--- src/hdl/mbs_pkg.sv ---
// Shared constants, types and helpers of the Modbus read request mapper
`default_nettype none
package mbs_pkg;

    // Function codes served
    localparam logic [7:0]  FN_COILS     = 8'h01;
    localparam logic [7:0]  FN_INPUTS    = 8'h02;
    localparam logic [7:0]  FN_HOLDING   = 8'h03;

    // Exception codes and the flag set in the echoed function code
    localparam logic [7:0]  EXC_NONE     = 8'h00;
    localparam logic [7:0]  EXC_FUNC     = 8'h01;
    localparam logic [7:0]  EXC_ADDR     = 8'h02;
    localparam logic [7:0]  EXC_QTY      = 8'h03;
    localparam logic [7:0]  EXC_FLAG     = 8'h80;

    // Quantity limits
    localparam logic [15:0] BIT_QTY_MAX  = 16'h07F8;
    localparam logic [15:0] REG_QTY_MAX  = 16'h007F;
    localparam logic [15:0] ELEM_QTY_MAX = 16'h0100;
    localparam logic [15:0] BLOCK_WORDS  = 16'h0200;

    // Checksum seed and reflected polynomial
    localparam logic [15:0] CRC_INIT     = 16'hFFFF;
    localparam logic [15:0] CRC_POLY     = 16'hA001;

    // Reply buffer shape: byte plus end-of-frame mark
    localparam int          FIFO_WIDTH   = 9;
    localparam int          FIFO_DEPTH   = 8;

    // Host memory area identifiers on the access port
    localparam logic [2:0]  AREA_MEM     = 3'h0;
    localparam logic [2:0]  AREA_OUT     = 3'h1;
    localparam logic [2:0]  AREA_TIM     = 3'h2;
    localparam logic [2:0]  AREA_CNT     = 3'h3;
    localparam logic [2:0]  AREA_INP     = 3'h4;
    localparam logic [2:0]  AREA_BLK     = 3'h5;

    typedef enum logic [1:0] {KIND_BYTE, KIND_ELEM, KIND_WORD} mbs_kind_t;

    typedef enum logic [3:0] {
        ST_IDLE, ST_CHK, ST_HDR, ST_FETCH, ST_WAIT, ST_BITS,
        ST_PUSHB, ST_WHI, ST_WLO, ST_CRCL, ST_CRCH
    } mbs_state_t;

    // One byte through the reflected checksum
    function automatic logic [15:0] mbs_crc_step(input logic [15:0] crc,
                                                input logic [7:0]  d);
        logic [15:0] c;
        c = crc ^ {8'h00, d};
        for (int i = 0; i < 8; i++) begin
            c = c[0] ? ((c >> 1) ^ CRC_POLY) : (c >> 1);
        end
        return c;
    endfunction : mbs_crc_step

    // A new source byte or element starts at this bit offset
    function automatic logic mbs_need_fetch(input mbs_kind_t   k,
                                            input logic [15:0] off);
        return (k == KIND_ELEM) ? (off[3:0] == 4'h0) : (off[2:0] == 3'h0);
    endfunction : mbs_need_fetch

endpackage : mbs_pkg
`default_nettype wire

--- src/hdl/mbs_fifo.sv ---
// Reply byte buffer with valid and ready on both sides
`timescale 1ns/10ps
`default_nettype none
module mbs_fifo #(
    parameter int WIDTH = 9,
    parameter int DEPTH = 8
) (
    input  wire logic             core_clk,
    input  wire logic             resetn,
    input  wire logic             in_valid,
    output logic                  in_ready,
    input  wire logic [WIDTH-1:0] in_data,
    output logic                  out_valid,
    input  wire logic             out_ready,
    output logic      [WIDTH-1:0] out_data
);
    localparam int AW = $clog2(DEPTH);

    typedef struct packed {
        logic [DEPTH-1:0][WIDTH-1:0] mem;
        logic [AW:0]                 wp;
        logic [AW:0]                 rp;
    } mbs_fifo_state_t;

    mbs_fifo_state_t s;
    mbs_fifo_state_t next_s;

    // Extra pointer bit tells full from empty
    assign in_ready  = (s.wp ^ s.rp) != {1'b1, {AW{1'b0}}};
    assign out_valid = s.wp != s.rp;
    assign out_data  = s.mem[s.rp[AW-1:0]];

    always_comb begin
        next_s = s;
        if (in_valid && in_ready) begin
            next_s.mem[s.wp[AW-1:0]] = in_data;
            next_s.wp = s.wp + 1'b1;
        end
        if (out_valid && out_ready) begin
            next_s.rp = s.rp + 1'b1;
        end
    end

    // Storage itself needs no reset; only the pointers do
    always_ff @(posedge core_clk) begin
        if (!resetn) begin
            s.wp <= '0;
            s.rp <= '0;
        end else begin
            s <= next_s;
        end
    end
endmodule : mbs_fifo
`default_nettype wire

--- src/hdl/mbs_map.sv ---
// Address translation from Modbus offsets to host memory locations
`timescale 1ns/10ps
`default_nettype none
module mbs_map
    import mbs_pkg::*;
(
    input  wire mbs_kind_t   kind,
    input  wire logic [15:0] host_base,
    input  wire logic [15:0] base_block,
    input  wire logic [15:0] offset,
    output logic      [15:0] addr,
    output logic      [15:0] block,
    output logic      [3:0]  bit_sel
);
    always_comb begin
        addr    = 16'h0000;
        block   = 16'h0000;
        bit_sel = 4'h0;
        case (kind)
            KIND_BYTE: begin
                addr    = host_base + (offset >> 3);
                bit_sel = {1'b0, offset[2:0]};
            end
            KIND_ELEM: begin
                addr    = host_base + (offset >> 4);
                bit_sel = offset[3:0];
            end
            KIND_WORD: begin
                // Upper field picks the block, 512 words each
                block = base_block + (offset >> 9);
                addr  = {6'h00, offset[8:0], 1'b0};
            end
            default: begin
                addr = 16'h0000;
            end
        endcase
    end
endmodule : mbs_map
`default_nettype wire

--- src/hdl/mbs_reader.sv ---
// Modbus read request interpreter for coils, inputs and holding registers
//
// Behaviour
// Coil byte address is host base plus address offset over 8.
// Input status uses the same byte formula with its own bases.
// Bit within the byte is the address offset modulo 8.
// Timer or counter index is host base plus offset over 16.
// Timer or counter offset not a multiple of 16 is invalid.
// Bit quantity must be 1 to 2040; exactly that many are returned.
// Timer or counter bit quantity must be a multiple of 16.
// At most 16 timer or counter elements per request.
// Input reply: address, function, byte count, packed bytes, checksum.
// Register reply: address, function, count, words high byte first, sum.
// Block number is base block plus upper address field.
// Word byte offset is twice the lower word field.
// Address splits into 512-word blocks.
// Word byte offsets are always even.
// Register quantity must be 1 to 127; that many are returned.
// Quantity may not run past the 512-word block end.
// Each bit group holds Modbus base and host base pairs.
// Register address 0 maps to base block, word 0.
// A register request crossing a block boundary is an error.
// Coil reply carries bits read from mapped areas, packed.
// Invalid requests get an exception reply and raise the error flag.
// First bit in LSB of first byte; unused high bits are zero.
`timescale 1ns/10ps
`default_nettype none
module mbs_reader
    import mbs_pkg::*;
(
    input  wire logic             core_clk,
    input  wire logic             resetn,
    input  wire logic [7:0]       slave_addr,
    input  wire logic [3:0][15:0] cfg_coil_mb_base,
    input  wire logic [3:0][15:0] cfg_coil_host_area_base,
    input  wire logic [1:0][15:0] cfg_inp_mb_base,
    input  wire logic [1:0][15:0] cfg_inp_host_area_base,
    input  wire logic [15:0]      base_block_number,
    input  wire logic             req_valid,
    output logic                  req_ready,
    input  wire logic [7:0]       req_func,
    input  wire logic [15:0]      req_start,
    input  wire logic [15:0]      req_qty,
    output logic                  mem_req,
    output logic      [2:0]       mem_area,
    output logic      [15:0]      mem_addr,
    output logic      [15:0]      mem_data_block,
    input  wire logic             mem_ack,
    input  wire logic [15:0]      mem_rdata,
    output logic                  rsp_valid,
    input  wire logic             rsp_ready,
    output logic      [7:0]       rsp_data,
    output logic                  rsp_last,
    output logic                  err,
    output logic      [7:0]       err_code
);

    typedef struct packed {
        mbs_state_t  st;
        logic [7:0]  fn;
        logic [15:0] start;
        logic [15:0] qty;
        mbs_kind_t   kind;
        logic [2:0]  area;
        logic [15:0] hbase;
        logic [15:0] off;
        logic [15:0] remain;
        logic [7:0]  cnt;
        logic [7:0]  exc;
        logic [1:0]  idx;
        logic [15:0] cache;
        logic [7:0]  ob;
        logic [2:0]  obit;
        logic [15:0] crc;
        logic        mem_req;
        logic [15:0] mem_addr;
        logic [15:0] mem_block;
        logic        err;
    } mbs_reader_state_t;

    mbs_reader_state_t s;
    mbs_reader_state_t next_s;

    // Translation of the running offset
    logic [15:0] map_addr;
    logic [15:0] map_block;
    logic [3:0]  map_bit;

    // Request decode results, valid while checking
    logic        c_found;
    logic [15:0] c_best;
    logic [15:0] c_hb;
    logic [2:0]  c_area;
    mbs_kind_t   c_kind;
    logic [15:0] c_off;
    logic [7:0]  c_code;
    logic [15:0] c_end;

    // Reply byte stream into the buffer
    logic        push_v;
    logic [7:0]  push_d;
    logic        push_l;
    logic        go;
    logic        f_in_ready;

    mbs_map u_map (
        .kind       (s.kind),
        .host_base  (s.hbase),
        .base_block (base_block_number),
        .offset     (s.off),
        .addr       (map_addr),
        .block      (map_block),
        .bit_sel    (map_bit)
    );

    // Reply buffer absorbs stalls of the serial side
    mbs_fifo #(
        .WIDTH (FIFO_WIDTH),
        .DEPTH (FIFO_DEPTH)
    ) u_fifo (
        .core_clk  (core_clk),
        .resetn    (resetn),
        .in_valid  (push_v),
        .in_ready  (f_in_ready),
        .in_data   ({push_l, push_d}),
        .out_valid (rsp_valid),
        .out_ready (rsp_ready),
        .out_data  ({rsp_last, rsp_data})
    );

    assign go             = push_v && f_in_ready;
    assign req_ready      = s.st == ST_IDLE;
    assign mem_req        = s.mem_req;
    assign mem_area       = s.area;
    assign mem_addr       = s.mem_addr;
    assign mem_data_block = s.mem_block;
    assign err            = s.err;
    assign err_code       = s.exc;

    // Area pick: the highest configured base not above the address
    always_comb begin
        c_found = 1'b0;
        c_best  = 16'h0000;
        c_hb    = 16'h0000;
        c_area  = AREA_MEM;
        if (s.fn == FN_COILS) begin
            for (int i = 0; i < 4; i++) begin
                if (s.start >= cfg_coil_mb_base[i] &&
                    (!c_found || cfg_coil_mb_base[i] >= c_best)) begin
                    c_found = 1'b1;
                    c_best  = cfg_coil_mb_base[i];
                    c_hb    = cfg_coil_host_area_base[i];
                    c_area  = 3'(i);
                end
            end
        end else if (s.fn == FN_INPUTS) begin
            for (int i = 0; i < 2; i++) begin
                if (s.start >= cfg_inp_mb_base[i] &&
                    (!c_found || cfg_inp_mb_base[i] >= c_best)) begin
                    c_found = 1'b1;
                    c_best  = cfg_inp_mb_base[i];
                    c_hb    = cfg_inp_host_area_base[i];
                    c_area  = (i == 0) ? AREA_MEM : AREA_INP;
                end
            end
        end else begin
            c_area = AREA_BLK;
        end
        c_off = s.start - c_best;
        c_end = {7'h00, s.start[8:0]} + s.qty;
    end

    // Request checks; function first, then quantity, then address
    always_comb begin
        c_kind = KIND_BYTE;
        c_code = EXC_NONE;
        if (s.fn == FN_HOLDING) begin
            c_kind = KIND_WORD;
        end else if (c_area == AREA_TIM || c_area == AREA_CNT) begin
            c_kind = KIND_ELEM;
        end
        if (s.fn != FN_COILS && s.fn != FN_INPUTS &&
            s.fn != FN_HOLDING) begin
            c_code = EXC_FUNC;
        end else if (c_kind == KIND_WORD) begin
            if (s.qty == 16'h0000 || s.qty > REG_QTY_MAX) begin
                c_code = EXC_QTY;
            end else if (c_end > BLOCK_WORDS) begin
                c_code = EXC_ADDR;
            end
        end else if (s.qty == 16'h0000 || s.qty > BIT_QTY_MAX) begin
            c_code = EXC_QTY;
        end else if (c_kind == KIND_ELEM &&
                     (s.qty[3:0] != 4'h0 || s.qty > ELEM_QTY_MAX)) begin
            c_code = EXC_QTY;
        end else if (!c_found) begin
            c_code = EXC_ADDR;
        end else if (c_kind == KIND_ELEM && c_off[3:0] != 4'h0) begin
            c_code = EXC_ADDR;
        end
    end

    // Byte offered to the reply buffer in each state
    always_comb begin
        push_v = 1'b0;
        push_d = 8'h00;
        push_l = 1'b0;
        case (s.st)
            ST_HDR: begin
                push_v = 1'b1;
                if (s.idx == 2'h0) begin
                    push_d = slave_addr;
                end else if (s.idx == 2'h1) begin
                    push_d = (s.exc != EXC_NONE) ? (s.fn | EXC_FLAG)
                                                 : s.fn;
                end else begin
                    push_d = (s.exc != EXC_NONE) ? s.exc : s.cnt;
                end
            end
            ST_PUSHB: begin
                push_v = 1'b1;
                push_d = s.ob;
            end
            ST_WHI: begin
                push_v = 1'b1;
                push_d = s.cache[15:8];
            end
            ST_WLO: begin
                push_v = 1'b1;
                push_d = s.cache[7:0];
            end
            ST_CRCL: begin
                push_v = 1'b1;
                push_d = s.crc[7:0];
            end
            ST_CRCH: begin
                push_v = 1'b1;
                push_d = s.crc[15:8];
                push_l = 1'b1;
            end
            default: begin
                push_v = 1'b0;
            end
        endcase
    end

    // Sequencer: check, header, data fetch and pack, checksum
    always_comb begin
        next_s = s;
        if (go && s.st != ST_CRCL && s.st != ST_CRCH) begin
            next_s.crc = mbs_crc_step(s.crc, push_d);
        end
        case (s.st)
            ST_IDLE: begin
                if (req_valid) begin
                    next_s.fn    = req_func;
                    next_s.start = req_start;
                    next_s.qty   = req_qty;
                    next_s.crc   = CRC_INIT;
                    next_s.exc   = EXC_NONE;
                    next_s.err   = 1'b0;
                    next_s.st    = ST_CHK;
                end
            end
            ST_CHK: begin
                next_s.kind   = c_kind;
                next_s.area   = c_area;
                next_s.hbase  = c_hb;
                next_s.off    = (c_kind == KIND_WORD) ? s.start : c_off;
                next_s.remain = s.qty;
                next_s.cnt    = (c_kind == KIND_WORD) ? 8'(s.qty << 1)
                                : 8'((s.qty + 16'h0007) >> 3);
                next_s.exc    = c_code;
                next_s.err    = c_code != EXC_NONE;
                next_s.idx    = 2'h0;
                next_s.ob     = 8'h00;
                next_s.obit   = 3'h0;
                next_s.st     = ST_HDR;
            end
            ST_HDR: begin
                if (go) begin
                    next_s.idx = s.idx + 2'h1;
                    if (s.idx == 2'h2) begin
                        next_s.st = (s.exc != EXC_NONE) ? ST_CRCL
                                                        : ST_FETCH;
                    end
                end
            end
            ST_FETCH: begin
                next_s.mem_req   = 1'b1;
                next_s.mem_addr  = map_addr;
                next_s.mem_block = map_block;
                next_s.st        = ST_WAIT;
            end
            ST_WAIT: begin
                // Request holds until the host memory answers
                if (mem_ack) begin
                    next_s.mem_req = 1'b0;
                    next_s.cache   = mem_rdata;
                    next_s.st = (s.kind == KIND_WORD) ? ST_WHI : ST_BITS;
                end
            end
            ST_BITS: begin
                next_s.ob[s.obit] = s.cache[map_bit];
                next_s.off    = s.off + 16'h0001;
                next_s.remain = s.remain - 16'h0001;
                next_s.obit   = s.obit + 3'h1;
                if (s.obit == 3'h7 || s.remain == 16'h0001) begin
                    next_s.st = ST_PUSHB;
                end else if (mbs_need_fetch(s.kind,
                                            s.off + 16'h0001)) begin
                    next_s.st = ST_FETCH;
                end
            end
            ST_PUSHB: begin
                if (go) begin
                    // Cleared byte gives zero fill of the last one
                    next_s.ob   = 8'h00;
                    next_s.obit = 3'h0;
                    if (s.remain == 16'h0000) begin
                        next_s.st = ST_CRCL;
                    end else if (mbs_need_fetch(s.kind, s.off)) begin
                        next_s.st = ST_FETCH;
                    end else begin
                        next_s.st = ST_BITS;
                    end
                end
            end
            ST_WHI: begin
                if (go) begin
                    next_s.st = ST_WLO;
                end
            end
            ST_WLO: begin
                if (go) begin
                    next_s.off    = s.off + 16'h0001;
                    next_s.remain = s.remain - 16'h0001;
                    next_s.st = (s.remain == 16'h0001) ? ST_CRCL
                                                       : ST_FETCH;
                end
            end
            ST_CRCL: begin
                if (go) begin
                    next_s.st = ST_CRCH;
                end
            end
            ST_CRCH: begin
                if (go) begin
                    next_s.st = ST_IDLE;
                end
            end
            default: begin
                next_s.st = ST_IDLE;
            end
        endcase
    end

    // Single state register
    always_ff @(posedge core_clk) begin
        if (!resetn) begin
            s       <= '0;
            s.st    <= ST_IDLE;
            s.kind  <= KIND_BYTE;
            s.crc   <= CRC_INIT;
        end else begin
            s <= next_s;
        end
    end

    property p_bit_qty;
        @(posedge core_clk) disable iff (!resetn)
        s.st == ST_CHK && (s.fn == FN_COILS || s.fn == FN_INPUTS) &&
        (s.qty == 16'h0000 || s.qty > BIT_QTY_MAX)
        |=> s.exc == EXC_QTY && err;
    endproperty
    a_bit_qty: assert property (p_bit_qty)
        else $error("bad bit quantity not refused");

    property p_reg_qty;
        @(posedge core_clk) disable iff (!resetn)
        s.st == ST_CHK && s.fn == FN_HOLDING &&
        (s.qty == 16'h0000 || s.qty > REG_QTY_MAX) |=> s.exc == EXC_QTY;
    endproperty
    a_reg_qty: assert property (p_reg_qty)
        else $error("bad register quantity not refused");

    property p_elem_max;
        @(posedge core_clk) disable iff (!resetn)
        s.st == ST_CHK && c_kind == KIND_ELEM && s.qty > ELEM_QTY_MAX
        |=> s.exc == EXC_QTY;
    endproperty
    a_elem_max: assert property (p_elem_max)
        else $error("too many timer or counter elements accepted");

    property p_elem_align;
        @(posedge core_clk) disable iff (!resetn)
        s.st == ST_CHK && c_kind == KIND_ELEM && c_off[3:0] != 4'h0
        |=> s.exc == EXC_ADDR || s.exc == EXC_QTY;
    endproperty
    a_elem_align: assert property (p_elem_align)
        else $error("misaligned element access accepted");

    property p_block_cross;
        @(posedge core_clk) disable iff (!resetn)
        s.st == ST_CHK && s.fn == FN_HOLDING && s.qty != 16'h0000 &&
        s.qty <= REG_QTY_MAX && c_end > BLOCK_WORDS
        |=> s.exc == EXC_ADDR;
    endproperty
    a_block_cross: assert property (p_block_cross)
        else $error("block crossing read accepted");

    property p_even;
        @(posedge core_clk) disable iff (!resetn)
        mem_req && s.kind == KIND_WORD |-> !mem_addr[0];
    endproperty
    a_even: assert property (p_even)
        else $error("odd word byte offset issued");

    property p_block_no;
        @(posedge core_clk) disable iff (!resetn)
        mem_req && s.kind == KIND_WORD |->
        mem_data_block == 16'(base_block_number + (s.off >> 9));
    endproperty
    a_block_no: assert property (p_block_no)
        else $error("wrong data block number");

    property p_word_order;
        @(posedge core_clk) disable iff (!resetn)
        s.st == ST_WHI && go |=> s.st == ST_WLO ##0 push_d == s.cache[7:0];
    endproperty
    a_word_order: assert property (p_word_order)
        else $error("low byte did not follow high byte");

    property p_exc_reply;
        @(posedge core_clk) disable iff (!resetn)
        s.st == ST_HDR && s.idx == 2'h1 && s.exc != EXC_NONE
        |-> push_d == (s.fn | EXC_FLAG) && err;
    endproperty
    a_exc_reply: assert property (p_exc_reply)
        else $error("exception reply lacks flag");

    property p_last_bit;
        @(posedge core_clk) disable iff (!resetn)
        s.st == ST_BITS && s.remain == 16'h0001 |=> s.st == ST_PUSHB;
    endproperty
    a_last_bit: assert property (p_last_bit)
        else $error("partial last byte not sent");

endmodule : mbs_reader
`default_nettype wire

--- config.mk ---
export PLATFORM = sky130hd
export DESIGN_NAME = mbs_reader
export DESIGN_NICKNAME = d
export VERILOG_FILES = /design/src/hdl/mbs_pkg.sv /design/src/hdl/mbs_fifo.sv /design/src/hdl/mbs_map.sv /design/src/hdl/mbs_reader.sv
export SDC_FILE = /design/constraint.sdc
export NUM_CORES = 1
export LEC_CHECK = 0
export BUFFER_PORTS_ARGS = -buffer_cell sky130_fd_sc_hd__buf_2
export CAP_MARGIN = 30
export CORE_UTILIZATION = 35
export DETAILED_ROUTE_END_ITERATION = 8
export SLEW_MARGIN = 5
export SYNTH_ARGS = -nofsm -noshare
export SYNTH_HDL_FRONTEND = slang
export SYNTH_SLANG_ARGS = --single-unit
--- constraint.sdc ---
create_clock -name core_clk -period 10.79 [get_ports core_clk]
set_clock_uncertainty 0.05 [all_clocks]
set_input_delay 1.079 -clock core_clk [delete_from_list [all_inputs] [get_ports core_clk]]
set_output_delay 1.079 -clock core_clk [all_outputs]
set_load 0.02 [all_outputs]
# Word level (Yosys, flattened, before mapping)
# Index checks and enable logic that the tools add are counted.
[totals]
register_bits = 272
input_bits = 277
output_inout_bits = 56
word_cells = 281
[op_classes]
add_sub_neg = 12
n_lt_le_gt_ge = 20
eq_ne = 40
mux = 114
n_bitwise = 10
n_reduce_logical = 55
[op_table]
columns = ["op", "count"]
rows = [
  ["two-way mux 16 bit", 34],
  ["greater-or-equal comparator 16 bit", 10],
  ["one-hot mux 32 bit (3 select lines)", 1],
  ["bitwise mux 72 bit", 1],
  ["two-way mux 8 bit", 8],
  ["two-way mux 4 bit", 13],
  ["one-hot mux 16 bit (3 select lines)", 1],
  ["one-hot mux 8 bit (6 select lines)", 1],
  ["two-way mux 44 bit", 1],
  ["one-hot mux 4 bit (11 select lines)", 1],
  ["one-hot mux 11 bit (3 select lines)", 1],
  ["logical NOT 16 bit", 2],
  ["two-way mux 32 bit", 1],
  ["binary-select mux 9 bit (select 3 bit)", 1],
  ["demux 9 bit (select 3 bit)", 1],
  ["NOT 2 -> 3 bit", 8],
  ["two-way mux 1 bit", 23],
  ["two-way mux 2 bit", 10],
  ["two-way mux 9 bit", 2],
  ["!= test 2 bit (second input constant)", 9],
  ["adder 16 x 1 -> 16 bit (second input constant)", 1],
  ["adder 16 x 12 -> 16 bit", 1],
  ["adder 16 x 13 -> 16 bit", 1],
  ["adder 16 x 7 -> 16 bit", 1],
  ["54 further kinds", 118],
]

# Logic depth before layout (Yosys ltp)
# Gate-level depths: netlist of run 1.
[depth]
depth_word = 32
mapped_depth = 53
depth_no_buf = 48

# Cells and area by module
# A second synthesis of run 1 with hierarchy kept.
[unflattened]
cells_unflattened = 2643
area_unflattened_um2 = 21097.7
[by_module_without_submodules]
columns = ["module", "instances", "cells_each", "area_each_um2", "seq_area_each_um2"]
rows = [
  ["mbs_reader", 1, 2234, 16126.7, 3723.6],
  ["mbs_fifo", 1, 184, 3408.3, 2322.2],
  ["mbs_map", 1, 225, 1562.7, 0.0],
]

# Worst setup path after synthesis of run 1
# Ideal clock, no wire load.
[synth_path]
kind = "input-to-reg"
start = "in cfg_coil_mb_base[2] in the netlist's numbering"
end = "reg s[126] in the netlist's numbering"
setup_time_ns = 0.063
t_arrival_ns = 10.434
required_ns = 10.677
slack_ns = 0.244
cell_stages = 50
n_path_buf = 5
cell_sequence = "inv_1 ha_1 nand2_1 o21ai_0 a41oi_1 a211o_1 nand2_1 clkbuf_1 nand2_1 ha_1 a211oi_1 o21ai_0 a211oi_1 o22ai_1 a21o_1 and2_1 clkbuf_1 buf_2 (+14 left out) o21ai_0 o221a_2 or2_2 o211ai_1 clkbuf_1 mux2_2 o22a_1 ha_1 nor2b_1 o31a_1 o22ai_1 o211ai_1 a31oi_1 o21ai_0 a31oi_1 o21ai_0 a21oi_1 nand3b_1"
[synth_via]
elab_chain_len = 25
elab_cells_between_ends = 40
cone_classes = "add/sub: 1; order compare: 4; eq/ne: 3; mux: 22; reduce/logical: 10"
[synth_rtl]
columns = ["element", "line", "source"]
rows = [
  ["start, declared", "mbs_reader.sv:34", "input wire logic [3:0][15:0] cfg_coil_mb_base,"],
  ["branches (longest 23 deep; another with greater-or-equal comparator 16 bit)", "n/a", ""],
  ["two-way mux 16 bit *", "mbs_reader.sv:269", "next_s.off = (c_kind == KIND_WORD) ? s.start : c_off;"],
  ["one-hot mux 32 bit (3 select lines) *", "mbs_reader.sv:253", "case (s.st)"],
  ["end signal, assigned", "mbs_reader.sv:366", "s <= next_s;"],
  ["end, declared", "mbs_reader.sv:81", "mbs_reader_state_t s;"],
]
# Mark *: on every way between the ends. The select of a mux whose other input is x is not followed.
# A chain may end at the register's enable or synchronous reset.

# Final worst setup path of run 1
[layout_path]
start = "in cfg_coil_mb_base[2] in the netlist's numbering"
end = "reg s[125] in the netlist's numbering"
# Same word-level chain as after synthesis.

==> impl_metrics.csv, run 1 <==
group,metric,value,unit
clock_tree,clock_path_buffers,3,
placement,dp_slack,-0.117,ns
worst_setup_path,r2r-start,"s[164]$_SDFFE_PN0P_",
clock_tree,post_cts_buffers,0,
timing,setup_tns,0,ns
yosys,syn-cell-area,20600,um2
timing,finalHoldViolations,0,
timing,rsz0062_at_grt,"false",
cells_and_area,final_nets,3209,
drt,drt-pass1-iter-count,7,
worst_setup_path,cp-startpoint,"cfg_coil_mb_base[2]",
clock_tree,cts-resized-gates,0,
timing,timing.final.crit_share,93.5,%
clock_tree,postCtsHoldBufs,0,
placement,port_buffers,326,
cells_and_area,final_cell_area,24000,um2
yosys,postSynth.asyncResetShare,0,%
yosys,syn_inst,2465,
worst_setup_path,required,11.22,ns
drt,first_iter_violations,1478,
status,status,"complete, no violations",
floorplan,io_pins,333,
timing,timing.final.crit_period,10.08,ns
worst_setup_path,worstPathBufferInverterCount,5,
drt,avgRoutedWirePerCell,20.6,um
min_path,min_from,"mem_data_block[15]$_SDFFE_PN0P_",
clock_tree,path_clk_slew,0.06,ns
placement,dpl.hpwl,56300,um
min_path,hold_path.class,"flip-flop to flip-flop",
clock_tree,cts-root-buf,"clkbuf_16",
timing,slew_viol_final,0,
drt,dr_total_vias,19315,
yosys,ys_seq_elements,266,
floorplan,die_area,59900,um2
timing,finalWorstSetupSlack,0.707,ns
yosys,synth_seq_area_share,29.3,%
cells_and_area,drive_gt1_share,19.2,%
floorplan,die_w,245,um
yosys,ys_warn_count,0,
grt,grt.total_usage,23.6,%
worst_setup_path,critical_path_arrival,10.52,ns
worst_setup_path,critPathMaxStageDelay,0.41,ns
power,p_leak,0.0105,uW
yosys,syn_avg_cell_area,8.36,um2
clock_tree,clk_latency,0.56,ns
power,powerDensity,205,nW/um2
floorplan,core_area,57900,um2
timing,fmax,99.2,MHz
power,peakVddDrop,137,uV
worst_setup_path,ff2ff_setup_slack,0.89,ns
drt,routed_wl,72100,um
power,p_total,4940,uW
drt,antenna_left,0,
drt,vias_per_cell,5.51,
drt,drc,0,
worst_setup_path,critPathTopFamily,"compound AO/OA/AOI/OAI gates",
timing,relSlewSlack,36.0,%
worst_setup_path,crit_path_end_kind,"flip-flop",
timing,hold-worst-slack,0.415,ns
yosys,synth_top_flop_cell,"dfxtp_1",
worst_setup_path,cp-start-kind,"input port",
worst_setup_path,crit_top_cell,"o21ai_0",
timing,finalSetupViolations,0,
grt,grt_start_max_net_pins,74,
clock_tree,cts_max_level,2,
worst_setup_path,critPathKind,"input port to flip-flop",
grt,globalRoute.totalOverflow,0,
clock_tree,cts_made_buffers,34,
worst_setup_path,slowest_stage,"fa_1",
worst_setup_path,crit_fanout,10,
grt,antenna_found_initial,1,
floorplan,rows,88,
run,drv_cap,0,
yosys,synth.distinct_cells,81,
yosys,synth-edff-count,72,
timing,tightest_slew,0.956,ns
placement,dpl_cell_area,22800,um2
placement,gp_congestion,0.997,
cells_and_area,syn2layout_area_growth,16.7,%
floorplan,start_util,35.6,%
grt,grt_pass1_vias,19009,
floorplan,die_h,245,um
clock_tree,cts_tree,"built",
grt,grt_pass1_wl,110000,um
clock_tree,clock_sinks,266,
-- registers in the layout (all words and copies together), names as in the netlist --
name            cells
mem_data_block     16
u_fifo.s           80
mem_req             1
err                 1
mem_area            3
mem_addr           16
s                 147
err_code            2
-- metrics by stage --
| step | std cells | utilization, % |
|---|---|---|
| floorplan | 2470 | - |
| global placement | 3427 | 39.3 |
| detailed placement | 3432 | 39.4 |
| CTS | 3494 | 41.3 |
| global route | 3504 | 41.5 |
| finish | 3505 | 41.5 |
-- cell usage after synthesis (33+ instances only) --
library cell  count  share of area (%)
a21boi_0         80                2.9
a21o_1           50                1.8
a21oi_1         132                3.2
a22oi_1          39                1.4
and2_1           34                1.0
buf_4            45                1.6
clkbuf_1        123                2.2
dfxtp_1         194                 19
edfxtp_1         72                 10
ha_1            216                 13
inv_1           151                2.8
mux2i_1          43                2.1
nand2_1         349                6.4
nand3_1          51                1.2
nor2_1          107                1.9
nor2b_1          67                2.0
nor3_1           33               0.80
o211ai_1         42                1.5
o21ai_0         152                3.7
xnor2_1          43                1.8
-- power breakdown --
part | switching (uW) | total, uW | internal (uW)
Combinational | 1400 | 2350 | 952
Sequential | 215 | 1400 | 1190
Clock | 485 | 1180 | 699
-- layout by cell type, fill, tap and decap left out, types with 21 or more instances in the layout --
cell	netlist	layout
nand2_1	349	349
ha_1	216	216
xor2_1	27	27
nand3_1	51	51
mux2i_1	43	43
a22oi_1	39	39
nand4_1	21	21
inv_1	151	151
buf_2	8	326
nand2b_1	23	23
o21ai_0	152	150
nor3_1	33	30
a221o_1	21	21
nor2b_1	67	67
nor2_1	107	106
clkbuf_16	0	34
mux2_2	29	29
a221oi_1	30	30
o211ai_1	42	42
and3_1	30	30
a21boi_0	80	80
a211oi_1	29	28
and2_1	34	33
xnor2_1	43	43
a21o_1	50	50
dfxtp_1	194	194
a21oi_1	132	129
edfxtp_1	72	72
buf_4	45	60
-- worst register-to-register path: cells and delay by family, from the launching register on --
kind | cells | cell delay, ns
compound gates | 27 | 5.00
fa+ha+maj | 6 | 1.83
simple gates | 9 | 1.30
mux | 2 | 0.60
buf+inv | 4 | 0.59
flops | 1 | 0.32
xor+xnor | 1 | 0.16
-- final timing paths --
kind,end,cells past startpoint
worst max-delay path,s[125]$_SDFFE_PN0P_,50
worst min register to register,mem_data_block[15]$_SDFFE_PN0P_,2
worst max register to register,s[125]$_SDFFE_PN0P_,49
worst min-delay path,mem_data_block[15]$_SDFFE_PN0P_,2
-- area by class of cell --
| cell class | instances | area (um2) |
|---|---|---|
| timing repair buffer | 390 | 2140 |
| antenna | 2 | 5.00 |
| tap | 765 | 957 |
| sequential | 266 | 6050 |
| clock inverter | 21 | 248 |
| inverter | 151 | 567 |
| clock buffer | 41 | 897 |
| multi-input combinational | 1869 | 13200 |
| fill | 5871 | 33900 |
-- per-layer routing --
layer  wire length (um)  track usage (%)
met1              31000             29.6
met2              34000             40.0
met3               3810             3.46
met4               3340             10.4
met5                  0                0
-- cell families after synthesis --
family / share of synthesized area, %
DFF: 29.3
buffers and inverters: 7.02
and+or+nand+nor: 18.1
other: 0.0182
muxes: 5.75
AOI/OAI and AO/OA: 22.8
xor gates and xnor gates: 3.48
adders and majority gates: 13.5
No activity file was read; power rests on OpenSTA's default activity.
==> run 2: changes to the inputs <==
- ABC_AREA: not set -> 1
==> run 2 against run 1 <==
Net effect: utilization is 0.36 points lower; first-iteration DRC count is 8.1% lower; sequential cell count stayed put; non-clock buffer count is 20 lower; critical path type unchanged; largest cell class unchanged.
==> impl_metrics.csv, run 2 <==
group,metric,value,unit
worst_setup_path,slowest_stage,"o21ai_0",
drt,antenna_left,0,
clock_tree,clock_path_buffers,3,
drt,vias_per_cell,5.14,
min_path,hold_path.class,"flip-flop to flip-flop",
min_path,hold_path_depth,2,
drt,routed_wl,69200,um
cells_and_area,syn2layout_area_growth,16.2,%
cells_and_area,ff_latch_area,6050,um2
worst_setup_path,critPathKind,"input port to flip-flop",
drt,dr_total_vias,20507,
worst_setup_path,critPathMaxStageDelay,0.47,ns
floorplan,rows,88,
grt,grt_pass1_wl,107000,um
drt,drc,0,
worst_setup_path,crit_top_cell,"nand2_1",
cells_and_area,largest_reg_flops,147,
timing,finalHoldViolations,0,
timing,timing.final.crit_share,89.4,%
placement,dpl.hpwl,54300,um
floorplan,die_area,59500,um2
cells_and_area,largest_register,"s",
timing,timing.final.crit_period,9.64,ns
cells_and_area,final.fill_count,6245,
clock_tree,clk_latency,0.59,ns
grt,grt.total_usage,22.8,%
worst_setup_path,crit_fanout,55,
yosys,yosysMostFrequentCell,"nand2_1",
grt,grt_start_max_net_pins,85,
floorplan,die_w,244,um
yosys,postSynth.asyncResetShare,0,%
worst_setup_path,critical_path_arrival,10.02,ns
clock_tree,path_clk_slew,0.06,ns
yosys,synth_top_flop_cell,"dfxtp_1",
run,drv_cap,0,
cells_and_area,final_cell_area,23800,um2
yosys,synth.distinct_cells,58,
worst_setup_path,required,11.17,ns
clock_tree,postCtsHoldBufs,0,
timing,fmax,104,MHz
yosys,synth.area.top_cells,"dfxtp_1 (19%), ha_1 (13%), edfxtp_1 (11%), nand2_1 (10%), a21oi_1 (7.9%)",
yosys,syn-cell-area,20500,um2
timing,tightest_slew,1.00,ns
worst_setup_path,crit_path_end_kind,"flip-flop",
timing,finalSetupViolations,0,
worst_setup_path,cp-start-kind,"input port",
cells_and_area,reg_top3,"s (147), u_fifo.s (80)",
timing,rsz0062_at_grt,"false",
worst_setup_path,reg2reg_depth,58,
drt,avgRoutedWirePerCell,17.4,um
power,powerDensity,231,nW/um2
clock_tree,cts-root-buf,"clkbuf_16",
clock_tree,clock_sinks,266,
floorplan,start_util,35.4,%
placement,port_buffers,326,
yosys,ys_seq_elements,266,
grt,grt_pass1_vias,19369,
floorplan,core_area,57800,um2
clock_tree,post_cts_buffers,0,
floorplan,die_h,244,um
yosys,synth_seq_area_share,29.5,%
clock_tree,cts-resized-gates,0,
clock_tree,cts_made_buffers,30,
drt,first_iter_violations,1359,
floorplan,io_pins,333,
yosys,syn_avg_cell_area,6.97,um2
placement,gp_congestion,0.925,
cells_and_area,final_nets,3685,
yosys,netlist_top_cells_count,"nand2_1 (552), inv_1 (350), a21oi_1 (322)",
power,p_leak,0.0111,uW
yosys,synth_top_area_cell,"dfxtp_1",
timing,hold-worst-slack,0.409,ns
cells_and_area,final_cell_mix,"nand2_1 (550), inv_1 (350), buf_2 (326), a21oi_1 (321), o21ai_0 (287)",
drt,drt-pass1-iter-count,5,
power,peakVddDrop,113,uV
status,status,"complete, no violations",
timing,relSlewSlack,33.0,%
placement,dpl_cell_area,22700,um2
grt,globalRoute.totalOverflow,0,
clock_tree,cts_max_level,1,
cells_and_area,mostFrequentLayoutCell,"nand2_1",
yosys,synth-edff-count,72,
yosys,syn_inst,2939,
cells_and_area,drive_gt1_share,14.8,%
clock_tree,cts_tree,"built",
timing,setup_tns,0,ns
timing,slew_viol_final,0,
grt,antenna_found_initial,11,
cells_and_area,multi_input_area,12300,um2
yosys,yosysTopAreaCellShare,19.0,%
yosys,ys_warn_count,0,
-- run 2: changes by cell type after synthesis, moves of 43 or more --
cell / before / now
a21oi_1: 132 / 322
o21ai_0: 152 / 287
inv_1: 151 / 350
mux2i_1: 43 / 0
a21boi_0: 80 / 4
nand2_1: 349 / 552
nor2b_1: 67 / 0
a21o_1: 50 / 7
nor2_1: 107 / 245
nand3_1: 51 / 160
-- run 2: kinds of logic after synthesis --
family          count (synthesis)  share of synthesized area, %
fa+ha+maj                     220                          13.6
flops                         266                          29.5
compound gates                834                          22.9
xor+xnor                       40                          1.78
simple gates                 1051                          21.6
buf+inv                       527                          10.6
other cells                     1                        0.0183
-- run 2: critical path, delay by kind of cell --
family | cells | cell delay (ns)
AO/OA/AOI/OAI | 11 | 1.84
XOR/XNOR | 1 | 0.07
adder cells (fa/ha/maj) | 5 | 1.61
buffers and inverters | 11 | 1.59
AND/OR/NAND/NOR | 31 | 3.82
-- run 2: area by class of cell --
type                    count  area share, %
multi-input cells        2151           51.8
flip-flops and latches    266           25.4
repair buffers            370           8.34
inverters                 369           5.84
well taps                 765           4.02
clock buffers              39           3.42
clock inverters            17           1.04
diodes                     11          0.116
-- run 2: metrics by stage --
stage                     utilization (%)  power [uW]  setup WS [ns]  std cells
after floorplan                         -        3500           2.23       2944
after global placement               39.2        4380          0.822       3917
after detailed placement             39.2        4390          0.742       3919
after CTS                            41.1        5510           1.32       3975
after global routing                 41.2        6000          0.132       3988
final                                41.2        5510           1.15       3988
-- run 2: final timing paths --
check / start / end / slack [ns]
max: cfg_coil_mb_base[15] / s[125]$_SDFFE_PN0P_ / 1.15
min: mem_addr[12]$_SDFFE_PN0P_ / mem_addr[12]$_SDFFE_PN0P_ / 0.41
max reg2reg: s[178]$_SDFFE_PN0P_ / s[125]$_SDFFE_PN0P_ / 1.27
min reg2reg: mem_addr[12]$_SDFFE_PN0P_ / mem_addr[12]$_SDFFE_PN0P_ / 0.41
-- run 2: routing by layer --
layer  up-vias  global-route usage (%)  part of all wire [%]
met1      9352                    30.6                    46
met4         0                    8.64                   3.9
met5         -                       0                     0
met3       119                    3.25                   5.3
li1      10497                       -                     -
met2       539                    36.9                    45
-- run 2: power by group --
group | internal, uW | switching [uW] | total (uW)
clock network | 655 | 450 | 1110
registers | 1220 | 205 | 1430
logic | 1010 | 1960 | 2980
